$ cat config.mk
export PLATFORM = sky130hd
export DESIGN_NAME = fwu_top
export DESIGN_NICKNAME = d
export VERILOG_FILES = /design/src/logic/fwu_pkg.sv /design/src/logic/fwu_mem_if.sv /design/src/logic/fwu_data_mem.sv /design/src/logic/fwu_top.sv
export VERILOG_INCLUDE_DIRS = /design/src /design/src/logic
export SDC_FILE = /design/constraint.sdc
export NUM_CORES = 1
export LEC_CHECK = 0
export BUFFER_PORTS_ARGS = -buffer_cell sky130_fd_sc_hd__buf_2
export CELL_PAD_IN_SITES_DETAIL_PLACEMENT = 0
export CELL_PAD_IN_SITES_GLOBAL_PLACEMENT = 2
export CORE_UTILIZATION = 35
export DETAILED_ROUTE_END_ITERATION = 6
export GPL_TIMING_DRIVEN = 0
export PLACE_DENSITY = 0.85
export REMOVE_ABC_BUFFERS = 1
export SYNTH_ARGS = -nofsm -noshare
export SYNTH_HDL_FRONTEND = slang
export SYNTH_HIERARCHICAL = 1
export SYNTH_SLANG_ARGS = --single-unit
$ cat constraint.sdc
create_clock -name clk_i -period 1.9 [get_ports clk_i]
set_clock_uncertainty 0.05 [all_clocks]
set_input_delay 0.19 -clock clk_i [delete_from_list [all_inputs] [get_ports clk_i]]
set_output_delay 0.19 -clock clk_i [all_outputs]
set_load 0.01 [all_outputs]
$ cat src/logic/fwu_defs.svh
// register offsets, field positions, reset values and timing for the unlock sequencer
// assumes a 125 MHz system clock and byte offsets on a 32-bit avalon slave
`ifndef FWU_DEFS_SVH
`define FWU_DEFS_SVH
`define FWU_OFF_FCR 6'h00
`define FWU_OFF_STAT 6'h04
`define FWU_OFF_DATA 6'h20
`define FWU_FCR_CLR_BIT 7
`define FWU_FCR_MODE_LSB 4
`define FWU_FCR_TRIG_BIT 3
`define FWU_FCR_WR_BIT 2
`define FWU_FCR_RDEN_BIT 1
`define FWU_FCR_RD_BIT 0
`define FWU_STAT_PERMIT_BIT 0
`define FWU_STAT_ACTIVE_BIT 1
`define FWU_STAT_FAIL_BIT 2
`define FWU_STAT_TIMEOUT_BIT 3
`define FWU_FCR_RST 8'h00
`define FWU_MODE_WRITE 3'h0
`define FWU_MODE_ERASE 3'h1
`define FWU_MODE_READ 3'h3
`define FWU_MODE_PERMIT 3'h6
`define FWU_KEY 48'h00040d09c340
`define FWU_KEY_LEN 6
`define FWU_KEY_FIRST_SLOT 3'h2
`define FWU_WINDOW_US 1000
`define FWU_CLK_MHZ 125
`define FWU_WINDOW_CYCLES (`FWU_WINDOW_US * `FWU_CLK_MHZ)
`endif

$ cat src/logic/fwu_pkg.sv
// types shared by the unlock sequencer files
// assumes the constants of fwu_defs.svh
package fwu_pkg;
   typedef enum logic [2:0] {MODE_WRITE, MODE_ERASE, MODE_READ, MODE_PERMIT, MODE_RSVD} fwu_mode_type;
   typedef enum logic {ULK_IDLE, ULK_WINDOW} fwu_ulk_state_type;
   typedef enum logic [1:0] {BUS_IDLE, BUS_FETCH, BUS_ANSWER} fwu_bus_state_type;
endpackage

$ cat src/logic/fwu_mem_if.sv
// carrier between the sequencer and its flash data register store
// assumes one clock shared by both ends
`timescale 1ns/1ps
interface fwu_mem_if #(parameter int AW = 3, parameter int DW = 8);
   logic we;
   logic [AW-1:0] waddr;
   logic [DW-1:0] wdata;
   logic [AW-1:0] raddr;
   logic [DW-1:0] rdata;
   modport ctrl (output we, output waddr, output wdata, output raddr, input rdata);
   modport mem (input we, input waddr, input wdata, input raddr, output rdata);
endinterface

$ cat src/logic/fwu_data_mem.sv
// flash data register store, one byte per register, registered read
// assumes the caller tolerates one cycle of read latency
`timescale 1ns/1ps
module fwu_data_mem #(
   parameter int DEPTH = 8
)(
   input wire logic clk_i,
   input wire logic rstn_i,
   fwu_mem_if.mem port
);
   logic [$bits(port.wdata)-1:0] store_reg [DEPTH];
   logic [$bits(port.wdata)-1:0] rdata_reg;

   // no reset on the array: contents are don't-care until written
   always_ff @(posedge clk_i) begin
      if (port.we) begin
         store_reg[port.waddr] <= port.wdata;
      end
   end

   always_ff @(posedge clk_i or negedge rstn_i) begin
      if (!rstn_i) begin
         rdata_reg <= '0;
      end else begin
         rdata_reg <= store_reg[port.raddr];
      end
   end

   assign port.rdata = rdata_reg;
endmodule

$ cat src/logic/fwu_top.sv
// flash write-permit unlock sequencer with avalon-mm register slave
// assumes a 125 MHz clock and a master that honours waitrequest
//
// Implementation choices: the Avalon-MM interface to the registers and the placing of the registers.
`timescale 1ns/1ps
`include "fwu_defs.svh"
// Overview of operation
// RQ1 - software selects mode 110 first
// RQ2 - software then writes trigger bit one
// RQ3 - trigger in permit mode opens 1ms window
// RQ4 - software writes key into data registers one-three
// RQ5 - key 00 04 0d 09 c3 40 required
// RQ6 - timeout or wrong byte abandons, permit stays off
// RQ7 - trigger bit self-clears when attempt ends
// RQ8 - flash cycles honoured only with permit; read cycles need only the read enable
// RQ9 - clearing permit-clear bit revokes permit immediately
// RQ10 - clear bit writes clear, reads permit
// RQ11 - mode codes 000 001 011 110, rest reserved
// RQ12 - key order one low, high, two, three
// RQ13 - permit reset low, held until cleared
module fwu_top #(
   parameter int WINDOW_CYCLES = `FWU_WINDOW_CYCLES,
   parameter int DATA_DEPTH = 8
)(
   input wire logic clk_i,
   input wire logic rstn_i,
   input wire logic [5:0] avs_address_i,
   input wire logic avs_read_i,
   input wire logic avs_write_i,
   input wire logic [31:0] avs_writedata_i,
   input wire logic [3:0] avs_byteenable_i,
   output logic [31:0] avs_readdata_o,
   output logic avs_waitrequest_o,
   output logic flash_write_permit_o,
   output logic flash_write_cycle_o,
   output logic flash_erase_cycle_o,
   output logic flash_read_cycle_o
);
   localparam int CNT_W = $clog2(WINDOW_CYCLES + 1);

   // RQ11 code decode
   function automatic fwu_pkg::fwu_mode_type fwu_mode_decode(input logic [2:0] code);
      if (code == `FWU_MODE_WRITE) return fwu_pkg::MODE_WRITE;
      else if (code == `FWU_MODE_ERASE) return fwu_pkg::MODE_ERASE;
      else if (code == `FWU_MODE_READ) return fwu_pkg::MODE_READ;
      else if (code == `FWU_MODE_PERMIT) return fwu_pkg::MODE_PERMIT;
      else return fwu_pkg::MODE_RSVD;
   endfunction

   function automatic logic [7:0] fwu_key_byte(input logic [2:0] idx);
      logic [47:0] key;
      key = `FWU_KEY;
      return key[47 - 8 * int'(idx) -: 8];
   endfunction

   fwu_mem_if #(.AW(3), .DW(8)) mem_port ();
   fwu_data_mem #(.DEPTH(DATA_DEPTH)) u_mem (.clk_i(clk_i), .rstn_i(rstn_i), .port(mem_port));

   fwu_pkg::fwu_bus_state_type bus_reg, bus_next;
   fwu_pkg::fwu_ulk_state_type ulk_reg, ulk_next;
   logic wait_reg;
   logic [31:0] rdata_reg, rdata_next;
   logic [2:0] mode_reg;
   logic trig_reg, trig_next;
   logic rden_reg;
   logic permit_reg, permit_next;
   logic fail_reg, timeout_reg;
   logic [CNT_W-1:0] cnt_reg;
   logic [2:0] idx_reg;
   logic wcyc_reg, ecyc_reg, rcyc_reg;

   // bus decode
   wire req_w = avs_read_i | avs_write_i;
   wire wr_w = avs_write_i & ~wait_reg & avs_byteenable_i[0];
   wire sel_fcr_w = avs_address_i == `FWU_OFF_FCR;
   wire sel_stat_w = avs_address_i == `FWU_OFF_STAT;
   wire sel_data_w = avs_address_i[5] & (avs_address_i[1:0] == 2'b00);
   wire fcr_wr_w = wr_w & sel_fcr_w;
   wire [7:0] wd_w = avs_writedata_i[7:0];
   wire [2:0] wslot_w = avs_address_i[4:2];
   wire fwu_pkg::fwu_mode_type wmode_w = fwu_mode_decode(wd_w[`FWU_FCR_MODE_LSB +: 3]);
   wire in_win_w = ulk_reg == fwu_pkg::ULK_WINDOW;

   // RQ3 window opens
   wire start_w = fcr_wr_w & wd_w[`FWU_FCR_TRIG_BIT] & (wmode_w == fwu_pkg::MODE_PERMIT) & ~in_win_w;
   // RQ12 slot order, fd0 not part of key
   wire key_wr_w = in_win_w & mem_port.we & (wslot_w >= `FWU_KEY_FIRST_SLOT);
   wire slot_ok_w = wslot_w == (`FWU_KEY_FIRST_SLOT + idx_reg);
   // RQ5 byte compare
   wire byte_ok_w = wd_w == fwu_key_byte(idx_reg);
   wire mismatch_w = key_wr_w & ~(slot_ok_w & byte_ok_w);
   wire done_w = key_wr_w & slot_ok_w & byte_ok_w & (idx_reg == 3'(`FWU_KEY_LEN - 1));
   wire timeout_w = in_win_w & (cnt_reg == CNT_W'(WINDOW_CYCLES - 1));
   // completing key on the last window cycle still counts
   wire end_w = in_win_w & (timeout_w | mismatch_w | done_w);
   wire fail_w = end_w & ~done_w;

   assign mem_port.we = wr_w & sel_data_w;
   assign mem_port.waddr = wslot_w;
   assign mem_port.wdata = wd_w;
   assign mem_port.raddr = wslot_w;

   always_comb begin
      bus_next = bus_reg;
      case (bus_reg)
         fwu_pkg::BUS_IDLE: begin
            if (req_w) bus_next = fwu_pkg::BUS_FETCH;
         end
         fwu_pkg::BUS_FETCH: begin
            bus_next = fwu_pkg::BUS_ANSWER;
         end
         default: begin
            bus_next = fwu_pkg::BUS_IDLE;
         end
      endcase
   end

   // RQ10 clear bit reads back the permit
   always_comb begin
      rdata_next = 32'h0000_0000;
      if (sel_fcr_w) begin
         rdata_next[7:0] = {permit_reg, mode_reg, trig_reg, 1'b0, rden_reg, 1'b0};
      end else if (sel_stat_w) begin
         rdata_next[3:0] = {timeout_reg, fail_reg, in_win_w, permit_reg};
      end else if (sel_data_w) begin
         rdata_next[7:0] = mem_port.rdata;
      end
   end

   // RQ7 trigger stands while the attempt runs; a trigger write in any other mode stands one cycle
   assign trig_next = (fcr_wr_w & wd_w[`FWU_FCR_TRIG_BIT] & ~in_win_w) | (in_win_w & ~end_w);
   // RQ9 revoke; RQ13 set wins over a clear in the same cycle
   assign permit_next = done_w ? 1'b1 : (fcr_wr_w & ~wd_w[`FWU_FCR_CLR_BIT]) ? 1'b0 : permit_reg;
   assign ulk_next = start_w ? fwu_pkg::ULK_WINDOW : end_w ? fwu_pkg::ULK_IDLE : ulk_reg;

   always_ff @(posedge clk_i or negedge rstn_i) begin
      if (!rstn_i) begin
         bus_reg <= fwu_pkg::BUS_IDLE;
         wait_reg <= 1'b1;
         rdata_reg <= 32'h0000_0000;
      end else begin
         bus_reg <= bus_next;
         wait_reg <= bus_next != fwu_pkg::BUS_ANSWER;
         if (bus_reg == fwu_pkg::BUS_FETCH) rdata_reg <= rdata_next;
      end
   end

   always_ff @(posedge clk_i or negedge rstn_i) begin
      if (!rstn_i) begin
         mode_reg <= 3'(`FWU_FCR_RST >> `FWU_FCR_MODE_LSB);
         rden_reg <= 1'b0;
         trig_reg <= 1'b0;
         permit_reg <= 1'b0;
         ulk_reg <= fwu_pkg::ULK_IDLE;
      end else begin
         if (fcr_wr_w) mode_reg <= wd_w[`FWU_FCR_MODE_LSB +: 3];
         if (fcr_wr_w) rden_reg <= wd_w[`FWU_FCR_RDEN_BIT];
         trig_reg <= trig_next;
         permit_reg <= permit_next;
         ulk_reg <= ulk_next;
      end
   end

   // RQ6 window count and outcome flags
   always_ff @(posedge clk_i or negedge rstn_i) begin
      if (!rstn_i) begin
         cnt_reg <= '0;
         idx_reg <= 3'h0;
         fail_reg <= 1'b0;
         timeout_reg <= 1'b0;
      end else begin
         cnt_reg <= in_win_w ? cnt_reg + 1'b1 : '0;
         idx_reg <= !in_win_w ? 3'h0 : (key_wr_w ? idx_reg + 3'h1 : idx_reg);
         if (start_w) fail_reg <= 1'b0;
         else if (fail_w) fail_reg <= 1'b1;
         if (start_w) timeout_reg <= 1'b0;
         else if (fail_w & timeout_w & ~mismatch_w) timeout_reg <= 1'b1;
      end
   end

   // RQ8 cycles need the permit; read needs its enable
   always_ff @(posedge clk_i or negedge rstn_i) begin
      if (!rstn_i) begin
         wcyc_reg <= 1'b0;
         ecyc_reg <= 1'b0;
         rcyc_reg <= 1'b0;
      end else begin
         wcyc_reg <= fcr_wr_w & wd_w[`FWU_FCR_WR_BIT] & permit_reg & (wmode_w == fwu_pkg::MODE_WRITE);
         ecyc_reg <= fcr_wr_w & wd_w[`FWU_FCR_WR_BIT] & permit_reg & (wmode_w == fwu_pkg::MODE_ERASE);
         rcyc_reg <= fcr_wr_w & wd_w[`FWU_FCR_RD_BIT] & rden_reg & (wmode_w == fwu_pkg::MODE_READ);
      end
   end

   assign avs_readdata_o = rdata_reg;
   assign avs_waitrequest_o = wait_reg;
   assign flash_write_permit_o = permit_reg;
   assign flash_write_cycle_o = wcyc_reg;
   assign flash_erase_cycle_o = ecyc_reg;
   assign flash_read_cycle_o = rcyc_reg;
endmodule

==> impl_metrics.csv <==
group,metric,value,unit
synthesis,synthDistinctLibCells,57,
timing,period_minus_slack,1.91,ns
route,routed_wirelength,10700,um
synthesis,synth_cells,359,
place,post_dp_cell_area,0.00537,sq mm
run,drv.max_cap_violation_count,0,
die,chipWidth,123,um
timing,min_period_over_period,101,%
pwr,total_power,6920,uW
layout,area.growth.synth_to_final,22.5,%
route,wl_per_cell,17.5,um
clock_tree,cts_tree,"built",
timing,holdWs,0.0139,ns
clock_tree,cts_inserted_buffers,17,
place,port_buffers,31,
synthesis,synth_top_area_share,37.3,%
worst_setup_path,path_max_fanout,2,
global_routing,largest_net_degree_at_the_start_of_global_routing,52,
route,tritonroute_pass_1_iters,4,
synthesis,per_instance_average_area_after_synthesis,14.3,sq um
worst_setup_path,required,2.14,ns
timing,timing.final.hold_violations,0,
synthesis,yosys_most_used_dff,"sky130_fd_sc_hd__edfxtp_1",
synthesis,postSynthRegisterBits,115,
route,route.vias.total,3064,
timing,timing.max_slew.rel_slack,25.9,%
synthesis,synth-seq-area-share,62.2,%
timing,finalMaxSlewViolations,0,
global_routing,grt_first_pass_wirelength,17000,um
layout,largest_reg_flops,64,
timing,f_max,0.523,GHz
die,num_rows,43,
synthesis,top_count_cell_post_synth,"sky130_fd_sc_hd__edfxtp_1",
clock_tree,clock-sinks,115,
place,hpwlAfterDp,6400,um
worst_setup_path,critical_path_arrival,2.15,ns
global_routing,antenna_violations_before_repair,0,
die,start_util,36.5,%
route,vias_per_cell,5.00,
synthesis,synth_edf_count,64,
layout,finish.net_count,472,
synthesis,netlist.top_cell.by_area,"sky130_fd_sc_hd__edfxtp_1",
timing,setup_total_negative_slack,-0.0168,ns
timing,transition_time_of_the_tightest_slew_check_pin,1.11,ns
run_status,outcome,"finished, violations left",
run_status,failed_checks,"setup timing",
route,drc_errors,0,
timing,rsz0062_at_grt,"true",
global_routing,track_usage,15.5,%
clock_tree,clkSlewWorstSetupHoldPaths,0.05,ns
synthesis,async_reset_ff_share,44.3,%
pwr,power.density,1100,mW/mm^2
clock_tree,clock_tree.root_cell,"sky130_fd_sc_hd__clkbuf_16",
layout,proportion_of_layout_cells_with_a_drive_suffix_above_1,29.8,%
layout,layout.cell_area.non_filler,0.00631,sq mm
pwr,p_leak,0.00245,uW
synthesis,synth-warning-count,6,
clock_tree,insertion_delay,0.41,ns
die,core_region_area,0.0141,sq mm
route,final_antenna_net_count,0,
route,drt_iter0_markers,175,
worst_setup_path,timing.critical_path.to_type,"flop",
worst_setup_path,timing.critical_path.from_type,"flop",
pwr,max-vdd-ir-drop,0.000631,V
global_routing,grt.overflow.total,0,
die,die-height,123,um
clock_tree,htree_levels,4,
layout,antennaDiodeCount,0,
die,io-pin-count,83,
synthesis,ys_top_cells_by_area,"sky130_fd_sc_hd__edfxtp_1 (37%), sky130_fd_sc_hd__dfrtp_1 (24%), sky130_fd_sc_hd__mux4_1 (7.7%)",
min_path,min_path_type,"primary input to flop",
place,globalplace.congestion,0.740,
clock_tree,clockBufferDepth,2,
worst_setup_path,worst_path_class_setup,"flop to flop",
global_routing,number_of_global_route_vias_before_repair,3050,
timing,final_count_of_negative_setup_slack_endpoints,2,
timing,post-route-worst-setup-slack,-0.0107,ns
die,die-area,0.0152,sq mm
synthesis,synthesis.area,0.00515,sq mm
synthesis,synth_commonest_cells,"sky130_fd_sc_hd__edfxtp_1 (64), sky130_fd_sc_hd__dfrtp_1 (50), sky130_fd_sc_hd__nor2_1 (31), sky130_fd_sc_hd__buf_4 (24), sky130_fd_sc_hd__nand2_1 (21)",
[critical path, stage by stage (launching register included)]
cell	delay [ns]
sky130_fd_sc_hd__dfrtp_2	0.41
sky130_fd_sc_hd__or4bb_4	0.58
sky130_fd_sc_hd__o41ai_4	0.43
sky130_fd_sc_hd__nor2_1	0.11
sky130_fd_sc_hd__a31oi_1	0.15
sky130_fd_sc_hd__nand2_1	0.06
[routing by layer]
metal  wire length [um]  GRT usage, %
met3                455          4.47
met1               4880          20.3
met2               5260          24.6
met4                134          5.42
met5                  0             0
[per-stage QoR]
step                      worst slack (ns)  utilization, %  instances
after global routing               -0.0831            44.7        613
after CTS                         -0.00742            44.2        605
after global placement               -1.02            38.1        558
final                              -0.0107            44.7        613
after detailed placement             -1.15            38.1        558
after floorplan                     -0.161               -        347
[cell type report]
class	instances	area, sq um
Clock buffer	21	450
Clock inverter	11	136
Timing Repair Buffer	53	335
Timing Repair inverter	1	5.00
Fill cell	1241	7790
Tap cell	180	225
Multi-Input combinational cell	225	1920
Sequential cell	115	3210
Inverter	7	30.0
[power breakdown]
group          internal, uW  total (uW)  switching [uW]
clock                  2080        3140            1060
sequential             2820        2950             138
combinational           350         828             478
[kinds of logic after synthesis]
group / Yosys count / share of synthesized area [%]
AO/OA/AOI/OAI: 36 / 4.64
XOR/XNOR: 20 / 3.40
adder cells (fa/ha/maj): 6 / 1.46
buffers and inverters: 42 / 5.30
flip-flops: 115 / 62.2
multiplexers: 28 / 10.7
other: 1 / 0.0729
AND/OR/NAND/NOR: 111 / 12.2
[cells in the final DEF (no fill, tap or decap), drive strengths merged, types with 12 or more instances in the layout]
cell type	synthesis	final
edfxtp	64	64
buf	29	52
dfrtp	50	50
nor2	31	31
conb	1	24
nand2	21	21
clkbuf	6	21
mux4	16	16
mux2	12	12
[timing repair]
item | CTS | global route
setup buffers | 13 | 8
hold endpoints to repair | 46 | 0
endpoints found under the setup margin | 70 | 64
hold buffers | 1 | 0
resized for setup | 34 | 6
pin swaps | 6 | 6
gates cloned | 1 | 0
[worst paths after layout]
| kind | startpoint | depth (start not counted) | end | slack, ns |
|---|---|---|---|---|
| max in group asynchronous | rstn_i | 2 | idx_reg[1] | 0.55 |
| worst max-delay path | cnt_reg[4] | 5 | in_win_w | -0.01 |
| worst min-delay path | avs_write_i | 3 | bus_reg[0] | 0.01 |
| worst max register to register | cnt_reg[4] | 5 | in_win_w | -0.01 |
| min in group asynchronous | rstn_i | 2 | cnt_reg[8] | 0.49 |
| worst min register to register | bus_reg[1] | 1 | bus_reg[0] | 0.38 |
Power figures use the tool's default switching activity.
